**src/inc/afe_consts.svh**
```systemverilog
// Constants for the sampling and mode control block.
// Assumes inclusion by bare name from design files.
`ifndef AFE_CONSTS_SVH
`define AFE_CONSTS_SVH

// Register addresses
`define AFE_ADDR_AUTO_CYCLE_ENABLE_RESTART 8'h05

// Colour set codes
`define AFE_SET_RED           2'h0
`define AFE_SET_GREEN         2'h1
`define AFE_SET_BLUE          2'h2

// Input port codes
`define AFE_PORT_RED          2'h0
`define AFE_PORT_GREEN        2'h1
`define AFE_PORT_BLUE         2'h2

// Channel enable vectors, bit 0 red
`define AFE_CHAN_ALL          3'h7
`define AFE_CHAN_RG           3'h3
`define AFE_CHAN_NONE         3'h0

// Clock to strobe ratios
`define AFE_RATIO_3CH         8'h03
`define AFE_RATIO_2CH         8'h02
`define AFE_RATIO_WS_MIN      8'h06
`define AFE_RATIO_WS_MODE3    8'h03
`define AFE_RATIO_WS_HALF_RATIO_LINE_MODE    8'h02
`define AFE_PERIOD_MAX        8'hFF

// Strobe delay line depth
`define AFE_DLY_DEPTH         7
// Reference window shift depth
`define AFE_REF_DEPTH         4

`endif

```
**src/inc/afe_pkg.sv**
```systemverilog
// Types for the sampling and mode control block.
// Assumes nothing beyond a SystemVerilog compiler.
package afe_pkg;
    typedef enum logic [1:0] {
        AFE_COL_RED,
        AFE_COL_GREEN,
        AFE_COL_BLUE
    } afe_colour_t;
endpackage : afe_pkg

```
**src/inc/afe_strobe_if.sv**
```systemverilog
// Carrier between controller and video strobe detector.
// Assumes both ends share one clock.
`timescale 1ns/1ns
`default_nettype none
interface afe_strobe_if;
    logic       vid_lvl;
    logic       det_en;
    logic       edge_pol;
    logic [2:0] delay;
    logic       pulse;
    modport ctrl (output vid_lvl, output det_en, output edge_pol, output delay, input pulse);
    modport det  (input vid_lvl, input det_en, input edge_pol, input delay, output pulse);
endinterface : afe_strobe_if
`default_nettype wire

```
**src/hdl/afe_strobe_det.sv**
```systemverilog
// Video strobe edge detector and programmable delay.
// Assumes a synchronised strobe level on the interface.
`timescale 1ns/1ns
`default_nettype none
`include "afe_consts.svh"
module afe_strobe_det (
    input  wire logic clk_i,  // Conversion clock
    input  wire logic rst_i,  // Sync reset, high
    afe_strobe_if.det sif     // Strobe carrier
);
    logic                      prev_q;
    logic [`AFE_DLY_DEPTH-1:0] hist_q;
    logic                      pulse_q;
    wire                       rise_w = sif.vid_lvl & ~prev_q;
    wire                       fall_w = ~sif.vid_lvl & prev_q;
    // Without detection the falling edge marks the sample
    wire                       hit_w  = sif.det_en ? (sif.edge_pol ? rise_w : fall_w)
                                                   : fall_w;
    wire [2:0]                 idx_w  = 3'(sif.delay - 3'h1);
    wire                       pulse_d = (sif.delay == 3'h0) ? hit_w
                                                             : hist_q[idx_w];

    always_ff @(posedge clk_i) begin
        if (rst_i) begin
            prev_q  <= 1'b0;
            hist_q  <= '0;
            pulse_q <= 1'b0;
        end else begin
            prev_q  <= sif.vid_lvl;
            hist_q  <= {hist_q[`AFE_DLY_DEPTH-2:0], hit_w};
            pulse_q <= pulse_d;
        end
    end

    assign sif.pulse = pulse_q;
endmodule : afe_strobe_det
`default_nettype wire

```
**src/hdl/afe_mode_ctrl.sv**
```systemverilog
// Sampling, clamp and colour set control of the front end.
// Assumes strobes and config bits arrive on the conversion clock.
`timescale 1ns/1ns
`default_nettype none
`include "afe_consts.svh"
// Functional notes
// - Line mode: red input, green/blue amplifiers off
// - Red channel uses selected colour set
// - Manual set select: 00 red, 01 green, 10 blue
// - Auto-cycle: reference pulse advances red, green, blue
// - Restart register write selects red set
// - Auto-cycle: clamp follows clamp style bit
// - Wide mode bit selects wide, zero normal
// - Normal ratios 3:1, 2:1, 1:1 by channel count; one-channel ratio is not checked
// - Single channel port select; invalid codes flagged
// - Wide mode: reference strobe is clamp control
// - Edge detect with chosen polarity makes pulse
// - Pulse delayed by three-bit cycle count
// - Wide mode takes video sample on internal pulse, same cycle
// - Strobes high connect video caps, and reference caps in normal mode with double sampling
// - Wide sub-modes: 2n:1, 3:1 or 2:1 ratios
// - Clamping only with level clamp enabled; style
// - Normal pixel clamp: switch follows reference strobe
// - Wide clamp needs double sampling, reference period
// - Normal mode: samples taken on strobe falling edges
// - Wide: reference high during video clamps sample
module afe_mode_ctrl (
    input  wire logic       clk_i,              // Conversion clock
    input  wire logic       rst_i,              // Sync reset, high
    input  wire logic       video_sample_strobe_i,     // Video level strobe
    input  wire logic       reference_sample_strobe_i, // Reference strobe
    input  wire logic       reg_wr_i,           // Register write strobe
    input  wire logic [7:0] reg_addr_i,         // Register write address
    input  wire logic       line_seq_mode_i,    // Line-sequential colour
    input  wire logic       auto_cycle_en_i,    // Auto-cycle enable
    input  wire logic [1:0] colour_set_sel_i,   // Manual colour set
    input  wire logic       clamp_style_i,      // 0 pixel, 1 line clamp
    input  wire logic       double_sampling_i,  // Double sampling on
    input  wire logic       wide_mode_i,        // Wide sample mode
    input  wire logic       edge_detect_en_i,   // Strobe edge detect
    input  wire logic       edge_polarity_i,    // 1 rising, 0 falling
    input  wire logic [2:0] strobe_delay_i,     // Pulse delay cycles
    input  wire logic       single_input_i,     // One-channel mode
    input  wire logic       dual_input_i,       // Two-channel mode
    input  wire logic [1:0] input_port_sel_i,   // One-channel port
    input  wire logic [1:0] ref_position_i,     // Wide reference position
    input  wire logic       half_ratio_i,       // Wide 2:1 line mode
    input  wire logic       level_clamp_en_i,   // Clamp enable
    output logic            wide_mode_o,        // Wide mode active
    output logic            green_blue_pd_o,    // Green/blue amps off
    output logic [1:0]      applied_set_o,      // Set on red channel
    output logic [2:0]      chan_en_o,          // Channel enables
    output logic            config_invalid_o,   // Illegal channel code
    output logic            config_conflict_o,  // Auto with double samp
    output logic            strobe_pulse_o,     // Internal strobe pulse
    output logic            video_cap_o,        // Video caps connected
    output logic            ref_cap_o,          // Reference caps on
    output logic            video_take_o,       // Video sample taken
    output logic            ref_take_o,         // Reference sample taken
    output logic            clamp_o,            // Clamp switch closed
    output logic            ratio_error_o,      // Strobe ratio wrong
    output logic            order_error_o       // Reference too early
);
    // Decode of channel enables shared by both modes
    function automatic logic [2:0] chan_dec(input logic s, input logic d,
                                            input logic [1:0] p, input logic l);
        logic [2:0] r;
        r = `AFE_CHAN_NONE;
        if (l) r = 3'h1;
        else if (s && !d && p != 2'h3) r = 3'(3'h1 << p);
        else if (d && !s) r = `AFE_CHAN_RG;
        else if (!s && !d) r = `AFE_CHAN_ALL;
        return r;
    endfunction : chan_dec

    logic vid_m_q, vid_s_q, vid_p_q;
    logic ref_m_q, ref_s_q, ref_p_q;
    afe_pkg::afe_colour_t ptr_q, ptr_d;
    logic [7:0] cnt_q;
    logic       arm_q, flag_q;
    logic [`AFE_REF_DEPTH-1:0] wsr_q;
    logic       wide_q, gbpd_q, inv_q, conf_q, pulse_q;
    logic [1:0] set_q;
    logic [2:0] chan_q;
    logic       vcap_q, rcap_q, vtake_q, rtake_q, clamp_q, rerr_q, oerr_q;

    afe_strobe_if sif ();
    assign sif.vid_lvl  = vid_s_q;
    assign sif.det_en   = edge_detect_en_i;
    assign sif.edge_pol = edge_polarity_i;
    assign sif.delay    = strobe_delay_i;

    afe_strobe_det u_det (
        .clk_i (clk_i),
        .rst_i (rst_i),
        .sif   (sif)
    );

    wire vid_rise_w = vid_s_q & ~vid_p_q;
    wire vid_fall_w = ~vid_s_q & vid_p_q;
    wire ref_rise_w = ref_s_q & ~ref_p_q;
    wire ref_fall_w = ~ref_s_q & ref_p_q;
    wire restart_w  = reg_wr_i && (reg_addr_i == `AFE_ADDR_AUTO_CYCLE_ENABLE_RESTART);
    wire auto_w     = auto_cycle_en_i & line_seq_mode_i;
    wire ws_take_w  = wide_mode_i & sif.pulse;
    wire ws_ref_w   = wsr_q[ref_position_i];

    // Auto-cycle pointer
    always_comb begin
        ptr_d = ptr_q;
        if (restart_w) begin
            ptr_d = afe_pkg::AFE_COL_RED;
        end else if (auto_cycle_en_i && ref_rise_w) begin
            unique case (ptr_q)
                afe_pkg::AFE_COL_RED:   ptr_d = afe_pkg::AFE_COL_GREEN;
                afe_pkg::AFE_COL_GREEN: ptr_d = afe_pkg::AFE_COL_BLUE;
                afe_pkg::AFE_COL_BLUE:  ptr_d = afe_pkg::AFE_COL_RED;
                default:                ptr_d = afe_pkg::AFE_COL_RED;
            endcase
        end
    end

    // Applied colour set; code 11 falls back to red
    wire [1:0] man_set_w = (colour_set_sel_i == 2'h3) ? `AFE_SET_RED
                                                      : colour_set_sel_i;
    wire [1:0] set_d     = !line_seq_mode_i ? `AFE_SET_RED
                         : auto_cycle_en_i  ? 2'(ptr_q) : man_set_w;

    // Clamp switch selection
    wire clamp_norm_w = clamp_style_i ? (ref_s_q & vid_s_q) : ref_s_q;
    wire clamp_ws_w   = double_sampling_i & flag_q & ws_ref_w;
    wire clamp_d      = !level_clamp_en_i ? 1'b0
                      : auto_w            ? clamp_style_i
                      : wide_mode_i       ? clamp_ws_w : clamp_norm_w;

    // Reference capacitors: pin in normal mode, window in wide mode
    wire rcap_d  = double_sampling_i & (wide_mode_i ? ws_ref_w : ref_s_q);
    wire vtake_d = wide_mode_i ? ws_take_w : vid_fall_w;
    wire rtake_d = double_sampling_i & ~auto_w
                 & (wide_mode_i ? ws_ref_w : ref_fall_w);

    // Expected clock periods per strobe period
    wire ws_m3_w = single_input_i & double_sampling_i & (ref_position_i == 2'h0);
    wire [7:0] per_w = cnt_q;
    wire ratio_ok_w = wide_mode_i ?
                      (half_ratio_i ? per_w == `AFE_RATIO_WS_HALF_RATIO_LINE_MODE
                       : ws_m3_w ? per_w == `AFE_RATIO_WS_MODE3
                       : (per_w >= `AFE_RATIO_WS_MIN) && !per_w[0])
                    : (dual_input_i ? per_w == `AFE_RATIO_2CH
                       : single_input_i ? 1'b1
                       : per_w == `AFE_RATIO_3CH);

    // Synchronisers and edge history
    always_ff @(posedge clk_i) begin
        if (rst_i) begin
            vid_m_q <= 1'b0;
            vid_s_q <= 1'b0;
            vid_p_q <= 1'b0;
            ref_m_q <= 1'b0;
            ref_s_q <= 1'b0;
            ref_p_q <= 1'b0;
        end else begin
            vid_m_q <= video_sample_strobe_i;
            vid_s_q <= vid_m_q;
            vid_p_q <= vid_s_q;
            ref_m_q <= reference_sample_strobe_i;
            ref_s_q <= ref_m_q;
            ref_p_q <= ref_s_q;
        end
    end

    // Pointer, wide mode sample state, period counter
    always_ff @(posedge clk_i) begin
        if (rst_i) begin
            ptr_q <= afe_pkg::AFE_COL_RED;
            arm_q <= 1'b0;
            flag_q <= 1'b0;
            wsr_q <= '0;
            cnt_q <= 8'h00;
        end else begin
            ptr_q <= ptr_d;
            if (vid_s_q) arm_q <= ref_s_q;
            if (ws_take_w) flag_q <= arm_q;
            wsr_q <= {wsr_q[`AFE_REF_DEPTH-2:0], ws_take_w};
            if (vid_rise_w) cnt_q <= 8'h01;
            else if (cnt_q != 8'h00 && cnt_q != `AFE_PERIOD_MAX) cnt_q <= 8'(cnt_q + 8'h01);
        end
    end

    // Registered outputs
    always_ff @(posedge clk_i) begin
        if (rst_i) begin
            wide_q  <= 1'b0;
            gbpd_q  <= 1'b0;
            set_q   <= `AFE_SET_RED;
            chan_q  <= `AFE_CHAN_NONE;
            inv_q   <= 1'b0;
            conf_q  <= 1'b0;
            pulse_q <= 1'b0;
            vcap_q  <= 1'b0;
            rcap_q  <= 1'b0;
            vtake_q <= 1'b0;
            rtake_q <= 1'b0;
            clamp_q <= 1'b0;
            rerr_q  <= 1'b0;
            oerr_q  <= 1'b0;
        end else begin
            wide_q  <= wide_mode_i;
            gbpd_q  <= line_seq_mode_i;
            set_q   <= set_d;
            chan_q  <= chan_dec(single_input_i, dual_input_i, input_port_sel_i,
                                line_seq_mode_i);
            inv_q   <= (single_input_i & dual_input_i)
                     | (single_input_i & (input_port_sel_i == 2'h3));
            conf_q  <= auto_cycle_en_i & double_sampling_i;
            pulse_q <= sif.pulse;
            vcap_q  <= vid_s_q;
            rcap_q  <= rcap_d;
            vtake_q <= vtake_d;
            rtake_q <= rtake_d;
            clamp_q <= clamp_d;
            if (vid_rise_w && cnt_q != 8'h00) rerr_q <= ~ratio_ok_w;
            oerr_q  <= ~wide_mode_i & ~auto_w & ref_rise_w & vid_s_q;
        end
    end

    assign wide_mode_o       = wide_q;
    assign green_blue_pd_o   = gbpd_q;
    assign applied_set_o     = set_q;
    assign chan_en_o         = chan_q;
    assign config_invalid_o  = inv_q;
    assign config_conflict_o = conf_q;
    assign strobe_pulse_o    = pulse_q;
    assign video_cap_o       = vcap_q;
    assign ref_cap_o         = rcap_q;
    assign video_take_o      = vtake_q;
    assign ref_take_o        = rtake_q;
    assign clamp_o           = clamp_q;
    assign ratio_error_o     = rerr_q;
    assign order_error_o     = oerr_q;
endmodule : afe_mode_ctrl
`default_nettype wire

```
**config.mk**
```make
export PLATFORM = sky130hd
export DESIGN_NAME = afe_mode_ctrl
export DESIGN_NICKNAME = d
export VERILOG_FILES = /design/src/inc/afe_pkg.sv /design/src/inc/afe_strobe_if.sv /design/src/hdl/afe_strobe_det.sv /design/src/hdl/afe_mode_ctrl.sv
export VERILOG_INCLUDE_DIRS = /design/src /design/src/inc
export SDC_FILE = /design/constraint.sdc
export NUM_CORES = 1
export LEC_CHECK = 0
export CELL_PAD_IN_SITES_DETAIL_PLACEMENT = 1
export CELL_PAD_IN_SITES_GLOBAL_PLACEMENT = 2
export CORE_ASPECT_RATIO = 0.6
export CORE_MARGIN = 2
export CORE_UTILIZATION = 33
export DETAILED_ROUTE_END_ITERATION = 10
export DONT_BUFFER_PORTS = 1
export PLACE_DENSITY_LB_ADDON = 0.15
export SLEW_MARGIN = 20
export SYNTH_ARGS = -nofsm -noshare
export SYNTH_HDL_FRONTEND = slang
export SYNTH_SLANG_ARGS = --single-unit
export TNS_END_PERCENT = 30
```
**constraint.sdc**
```tcl
create_clock -name clk_i -period 1.49 [get_ports clk_i]
set_input_delay 0.0745 -clock clk_i [delete_from_list [all_inputs] [get_ports clk_i]]
set_output_delay 0.0745 -clock clk_i [all_outputs]
set_load 0.01 [all_outputs]
```
==> impl_metrics.ini, run 1 <==
[critical_path]
end_kind = flip-flop
crit_type = reg -> reg
critPathMaxStageDelay_ns = 0.37
r2r_slack_ns = 0.05
worstSetupStartpointType = flip-flop
rr_worst_depth = 6
critPathMaxFanout = 4
arrival_ns = 1.65
crit_slowest_cell = dfxtp_2
crit_required_ns = 1.71
crit_chain = inv_2 -> ha_4 -> nor4b_4 -> a2bb2o_4 -> or3_1 -> a21oi_1

[timing]
post-route-period-util_pct = 96.39
maxSlewViolCount = 0
rsz0062_at_grt = true
skew_ns = 0.004874
setup_viol = 0
max_slew_margin_pct = 66.24
clock.fmax_mhz = 696.3
hold_violations = 0
holdWs_ns = 0.009466
tns_ns = 0
period_needed_ns = 1.436
worst_pin_slew_ns = 0.4996

[route]
drc = 0
routed_wl_um = 5421
vias = 1577
viasPerCell = 5.071
antenna_left = 0
firstDrtPassIters = 4
wl_per_cell_um = 17.43
drt_iter0_drc = 72

[die]
core_um2 = 5649
dieArea_um2 = 6570
die_w_um = 103.3
num_rows = 21
ioPinCount = 50
initial_core_util_pct = 34.57
chipHeight_um = 63.59

[pwr]
p_sw_uw = 662.2
ir_drop_uv = 389.6
clkPwrFrac_pct = 28.4
combPwrFrac_pct = 19.3
finalPower_uw = 2532
switching_share_pct = 26.16
powerDensity_nw_per_um2 = 1035
p_leak_uw = 0.0008914
p_int_uw = 1869
pwr-share-seq_pct = 52.3

[grt]
grt_max_degree = 33
first_global_vias = 1680
grt_pass1_wl_um = 8866
grt_antenna_before_repair = 0
grt.total_usage_pct = 17.72
overflow = 0

[clock_network]
root_buffer = clkbuf_8
cts_sinks = 46
cts_made_buffers = 5
clk_latency_ns = 0.29
clk_pin_slew_worst_paths_ns = 0.08
htreeDepth = 2
tritoncts = done
cts_max_path_buffers = 2

[layout]
layout-drive-gt1-share_pct = 18.61
diodes = 0
final_common_cell = dfxtp_1
fin_nets = 269
utilization_pct = 43.30
final_cell_mix = dfxtp_1 (40), nor2b_1 (21), nor2_1 (19)
syn_to_final_growth_pct = 25.24

[logic_synthesis]
avgSynthCellArea_um2 = 9.527
synth_edf_count = 0
syn_area_um2 = 1953
synth_largest_area_cell = dfxtp_1
ys_types = 42
synth_seq_cells = 46
netlist_instances = 205
synth.net_count = 243
netlist.area_leader.share_pct = 47.15
ys_warn_count = 0
ys_top_cells_by_area = dfxtp_1 (47%), nor2b_1 (6.7%), nor2_1 (3.7%)
synth_flop_cell = dfxtp_1
synthArstFlopShare_pct = 0
yosysSeqAreaShare_pct = 47.15

[run_status]
run_status = finished, final reports clean

[placement]
portBuffers = 0
dp_hpwl_um = 3855
place_congestion = 0.8274

[flow_run]
cap_viol_max_count = 0

[worst_hold_path]
hold_path.class = in -> reg
holdPathStages = 2
[metal layers]
| layer | wire length (um) | GRT usage, % |
|---|---|---|
| met1 | 2759 | 25.49 |
| met2 | 2241 | 25.65 |
| met3 | 379 | 6.215 |
| met4 | 40 | 3.289 |
| met5 | 0 | 0 |
[repair_timing]
item                                    4_1_cts  5_1_grt
buffers inserted                              1        0
hold endpoints to repair                     39        0
endpoints found under the setup margin        4        7
gates resized for setup                       4       18
hold buffers                                 16        0
pin swaps                                     2        6
[registers in the layout (all words and copies together) (netlist names), 2 cells and up]
register and flops:
cnt_q 8, u_det.hist_q 7, wsr_q 4, chan_en_o 3
applied_set_o 2, ptr_q 2
[layout make-up]
type	instances	area, um2
Tap cell	80	100.1
Clock buffer	5	68.82
Timing Repair Buffer	27	252.7
Multi-Input combinational cell	139	1041
Sequential cell	46	928.4
Fill cell	649	3203
Clock inverter	2	10.01
Inverter	12	45.04
[logic make-up (layout without fill, tap and decap cells)]
group	Yosys count	in the layout	share of synthesized area, %
AO/OA/AOI/OAI	34	34	13.13
AND/OR/NAND/NOR	87	87	24.66
XOR/XNOR	5	5	2.242
adder cells (fa/ha/maj)	5	5	3.203
buffers and inverters	20	46	4.164
flip-flops	46	46	47.15
multiplexers	8	8	5.445
[power groups by stage]
stage	Combinational [uW]	Sequential (uW)	Clock, uW
final	489	1320	719
after global routing	536	1330	802
after CTS	425	1320	747
after detailed placement	321	1350	0
after global placement	302	1350	0
after floorplan	223	1340	0
[through the flow]
stage	cells	cell area (um2)	setup WS [ns]
2_1_floorplan	205	1956	0.001314
3_3_place_gp	287	2095	0.02004
3_5_place_dp	287	2095	-0.05609
4_1_cts	311	2367	0.004929
5_1_grt	311	2446	-0.03568
6_report	311	2446	0.05378
[critical path, delay by kind of cell, from the launching register on]
family,cells,cell delay (ns)
simple gates,2,0.43
buf+inv,1,0.06
fa+ha+maj,1,0.16
flops,1,0.37
compound gates,2,0.35
[Yosys cell counts, types with 3 or more instances]
library cell,number
nand2b_1,7
o21ai_0,3
nand3_1,4
clkbuf_1,5
nor2_1,19
nor2b_1,21
nor3_1,5
dfxtp_1,46
ha_1,5
nor3b_1,5
mux2i_1,5
a21oi_1,11
inv_1,12
xnor2_1,5
nand2_1,13
[final timing paths]
check / start / end
hold / removal: single_input_i / chan_en_o[0]$_SDFF_PP0_
setup reg to reg: cnt_q[1]$_SDFFE_PP0P_ / cnt_q[2]$_SDFFE_PP0P_
hold reg to reg: ref_m_q$_SDFF_PP0_ / ref_s_q$_SDFF_PP0_
setup / recovery: cnt_q[1]$_SDFFE_PP0P_ / cnt_q[2]$_SDFFE_PP0P_
(Power assumes the default switching activity.)
==> run 2: changes to the inputs <==
==> constraint.sdc (replaced) <==
create_clock -name clk_i -period 1.3 [get_ports clk_i]
set_input_delay 0.065 -clock clk_i [delete_from_list [all_inputs] [get_ports clk_i]]
set_output_delay 0.065 -clock clk_i [all_outputs]
set_load 0.01 [all_outputs]
==> impl_metrics.ini, run 2 (same netlist as run 1, synthesis figures left out) <==
[layout]
final_cell_mix = dfxtp_1 (36), nor2b_1 (21), dlygate4sd3_1 (20)
final_cells = 326
top_register = cnt_q
register_area_um2 = 935.9
diodes = 0
multiInputGateArea_um2 = 1032
reg_top3 = cnt_q (8), u_det.hist_q (7), wsr_q (4)
final_area_um2 = 2592
utilization_pct = 45.89
syn_to_final_growth_pct = 32.74
largest_reg_flops = 8
final_common_cell = dfxtp_1
layout-drive-gt1-share_pct = 23.98
num-fill-cells = 633
fin_nets = 283

[flow_run]
cap_viol_max_count = 0

[critical_path]
crit_required_ns = 1.52
worstSetupStartpointType = flip-flop
arrival_ns = 1.66
end_kind = flip-flop
critPathMaxFanout = 3
crit_type = reg -> reg

[pwr]
ir_drop_uv = 509.3
p_leak_uw = 0.0009873
powerDensity_nw_per_um2 = 1236

[worst_hold_path]
hold_path.class = in -> reg

[route]
drt_iter0_drc = 62
vias = 1597
drc = 0
routed_wl_um = 5181
viasPerCell = 4.899
antenna_left = 0
firstDrtPassIters = 4
wl_per_cell_um = 15.89

[die]
initial_core_util_pct = 34.57
core_um2 = 5649
die_w_um = 103.3
ioPinCount = 50
num_rows = 21
dieArea_um2 = 6570
chipHeight_um = 63.59

[placement]
dp_hpwl_um = 3699
place_congestion = 0.8441
portBuffers = 0
place_inst = 295
dpl_cell_area_um2 = 2195

[timing]
holdWs_ns = -0.005013
setup_viol = 8
rsz0062_at_grt = true
period_needed_ns = 1.437
hold_violations = 1
maxSlewViolCount = 0
max_slew_margin_pct = 32.35
worst_pin_slew_ns = 1.015
clock.fmax_mhz = 695.9
post-route-period-util_pct = 110.5
setup_slack_ns = -0.1369
skew_ns = 0.004784
tns_ns = -0.7301

[run_status]
run_status = finished with violations
failed_checks = hold timing, setup timing

[clock_network]
clk_latency_ns = 0.30
htreeDepth = 2
cts_made_buffers = 5
tritoncts = done
clk_pin_slew_worst_paths_ns = 0.09
cts_max_path_buffers = 2
root_buffer = clkbuf_8
cts_sinks = 46

[grt]
overflow = 0
first_global_vias = 1668
grt_max_degree = 27
grt_antenna_before_repair = 0
grt.total_usage_pct = 16.99
grt_pass1_wl_um = 8424
==> run 2: power breakdown <==
| group | leakage [uW] | internal [uW] | switching (uW) |
|---|---|---|---|
| combinational | 0.000557 | 378 | 254 |
| clock | 0.0000514 | 574 | 480 |
| sequential | 0.000379 | 1460 | 55.0 |
| total | 0.000987 | 2420 | 789 |
==> run 2: worst max-delay path: stages, from the launching register on <==
cell,delay [ns]
dfxtp_2,0.38
inv_4,0.06
ha_4,0.15
nor4b_4,0.12
a2bb2o_4,0.21
or3_1,0.31
a21oi_1,0.14
==> run 2: per-layer routing <==
metal  up-vias  GRT usage (%)  part of all wire (%)  routed length (um)
met2        46          22.89                    41                2112
li1        790              -                     -                   -
met1       755          25.25                    52                2695
met5         -              0                     0                   0
met4         0          4.605                  0.87                  45
met3         6          5.993                   6.3                 327
==> run 2: path summary, 6_finish.rpt <==
path | startpoint | endpoint | slack [ns] | cells after the start
min | wide_mode_i | order_error_o$_SDFF_PP0_ | -0.005 | 2
min reg2reg | ref_p_q$_SDFF_PP0_ | order_error_o$_SDFF_PP0_ | 0.44 | 1
max reg2reg | cnt_q[0]$_SDFFE_PP0P_ | cnt_q[2]$_SDFFE_PP0P_ | -0.14 | 6
max | cnt_q[0]$_SDFFE_PP0P_ | cnt_q[2]$_SDFFE_PP0P_ | -0.14 | 6
==> run 2: layout make-up <==
class | instances | area share, %
timing repair buffer | 41 | 14.14
multi-input combinational | 139 | 39.82
sequential | 46 | 36.10
clock buffer | 6 | 2.799
tap | 80 | 3.861
clock inverter | 2 | 1.448
inverter | 12 | 1.834
==> run 2: per-stage QoR <==
stage / power [uW] / hold WS (ns) / setup WS [ns]
detailed placement: 1987 / 0.1447 / -0.1766
CTS: 3159 / 0.0008133 / -0.1413
finish: 3204 / -0.005013 / -0.1369
global route: 3366 / 0.004378 / -0.2529
global placement: 1963 / 0.1405 / -0.1648
floorplan: 1860 / 0.1378 / -0.09025
==> run 2: timing repair <==
action                     in CTS  in global routing
setup endpoints to repair       8                 34
resized for setup               7                 17
pin swaps                       6                  7
setup buffers                   2                  0
hold endpoints to repair       39                  0
hold buffers                   21                  0
==> run 3: changes to the inputs <==
--- a/config.mk
+++ b/config.mk
@@ -13,6 +13,7 @@
 export CORE_UTILIZATION = 33
 export DETAILED_ROUTE_END_ITERATION = 10
 export DONT_BUFFER_PORTS = 1
+export GPL_TIMING_DRIVEN = 0
 export PLACE_DENSITY_LB_ADDON = 0.15
 export SLEW_MARGIN = 20
 export SYNTH_ARGS = -nofsm -noshare
==> impl_metrics.ini, run 3 (same netlist as run 1, synthesis figures left out) <==
[pwr]
powerDensity_nw_per_um2 = 1281
ir_drop_uv = 581.6
p_leak_uw = 0.0008993

[layout]
syn_to_final_growth_pct = 28.51
fin_nets = 271
layout-drive-gt1-share_pct = 18.38
final_cell_mix = dfxtp_1 (39), nor2b_1 (21), nor2_1 (19)
num-fill-cells = 657
reg_top3 = cnt_q (8), u_det.hist_q (7), wsr_q (4)
top_register = cnt_q
final_common_cell = dfxtp_1
largest_reg_flops = 8
diodes = 0
final_cells = 314
final_area_um2 = 2510

[placement]
place_congestion = 0.7782
dp_hpwl_um = 3820
place_inst = 285
post-place-ws_ns = -0.3108
dpl_cell_area_um2 = 2096
portBuffers = 0

[critical_path]
crit_required_ns = 1.54
crit_chain = inv_4 -> ha_4 -> nor4b_4 -> a2bb2o_4 -> or3_1 -> a21oi_2
critPathMaxStageDelay_ns = 0.39
arrival_ns = 1.71
crit_type = reg -> reg
worstSetupStartpointType = flip-flop
end_kind = flip-flop
crit_slowest_cell = dfxtp_4
critPathMaxFanout = 3

[clock_network]
htreeDepth = 2
cts_max_path_buffers = 2
root_buffer = clkbuf_8
clk_latency_ns = 0.31
cts_sinks = 46
cts_made_buffers = 5
tritoncts = done
clk_pin_slew_worst_paths_ns = 0.09

[grt]
first_global_vias = 1678
grt.total_usage_pct = 17.59
overflow = 0
grt_antenna_before_repair = 0
grt_pass1_wl_um = 8618
grt_max_degree = 16

[die]
ioPinCount = 50
initial_core_util_pct = 34.57
num_rows = 21
dieArea_um2 = 6570
chipHeight_um = 63.59
die_w_um = 103.3
core_um2 = 5649

[timing]
max_slew_margin_pct = 62.82
rsz0062_at_grt = true
setup_viol = 8
post-route-period-util_pct = 112.9
worst_pin_slew_ns = 0.5577
hold_violations = 1
maxSlewViolCount = 0
setup_slack_ns = -0.1674
clock.fmax_mhz = 681.5
holdWs_ns = -0.004048
skew_ns = 0.007246
period_needed_ns = 1.467

[route]
firstDrtPassIters = 4
viasPerCell = 5.022
drt_iter0_drc = 35
routed_wl_um = 5399
wl_per_cell_um = 17.19
antenna_left = 0
drc = 0
vias = 1577

[worst_hold_path]
hold_path.class = in -> reg

[run_status]
run_status = finished with violations
failed_checks = hold timing, setup timing

[flow_run]
cap_viol_max_count = 0
## run 3: cell count changes in the layout (fill, tap and decap cells not counted), moves of 2 or more
cell and change:
dlygate4sd3_1 -4, dfxtp_1 +3, ha_2 -2, buf_4 -13, dfxtp_4 +2, dfxtp_2 -5
clkbuf_1 +4
## run 3: path summary, 6_finish.rpt
kind	to	slack, ns	start	cells after the start
setup reg to reg	cnt_q[2]$_SDFFE_PP0P_	-0.17	cnt_q[0]$_SDFFE_PP0P_	6
hold / removal	applied_set_o[1]$_SDFF_PP0_	-0.004	colour_set_sel_i[0]	3
hold reg to reg	sif.vid_lvl$_SDFF_PP0_	0.44	vid_m_q$_SDFF_PP0_	1
setup / recovery	cnt_q[2]$_SDFFE_PP0P_	-0.17	cnt_q[0]$_SDFFE_PP0P_	6
## run 3: cell type report
type	instances	area, um2	area share [%]
Buffer	8	48.80	1.944
Clock buffer	5	68.82	2.742
Clock inverter	3	43.79	1.745
Inverter	12	47.55	1.894
Multi-Input combinational cell	139	1066	42.47
Sequential cell	46	937.1	37.34
Tap cell	80	100.1	3.988
Timing Repair Buffer	21	197.7	7.876
## run 3: repair_timing
item / in CTS / in global routing
buffers inserted: 5 / 0
hold buffers: 16 / 0
resized for setup: 18 / 10
setup endpoints to repair: 11 / 12
endpoints found under the hold margin: 16 / 0
pin swaps: 4 / 7
## run 3: report_power, final
| part | internal (uW) | switching (uW) |
|---|---|---|
| Sequential | 1470 | 67.4 |
| Clock | 577 | 533 |
| Combinational | 324 | 244 |
## run 3: metal layers
layer	up-vias	track usage, %	routed length (um)
met5	-	0	0
met4	0	5.921	85
met3	8	5.660	284
met2	43	25.97	2350
met1	761	24.07	2678
li1	765	-	-
## run 3: critical path, delay by kind of cell, from the launching register on
kind,cells,cell delay (ns)
AND/OR/NAND/NOR,2,0.45
adder cells (fa/ha/maj),1,0.15
flip-flops,1,0.39
buffers and inverters,1,0.05
AO/OA/AOI/OAI,2,0.35
## run 3: per-stage QoR
stage                     util (%)  hold slack, ns  TNS (ns)  total power (uW)
final                        44.43       -0.004048   -0.7489              3216
after global routing         44.43        0.008626    -1.295              3375
after CTS                    43.88        0.001559   -0.9015              3225
after detailed placement     37.10          0.1481    -1.656              1955
after global placement       37.10          0.1404    -1.171              1929
after floorplan                  -          0.1378   -0.2073              1860
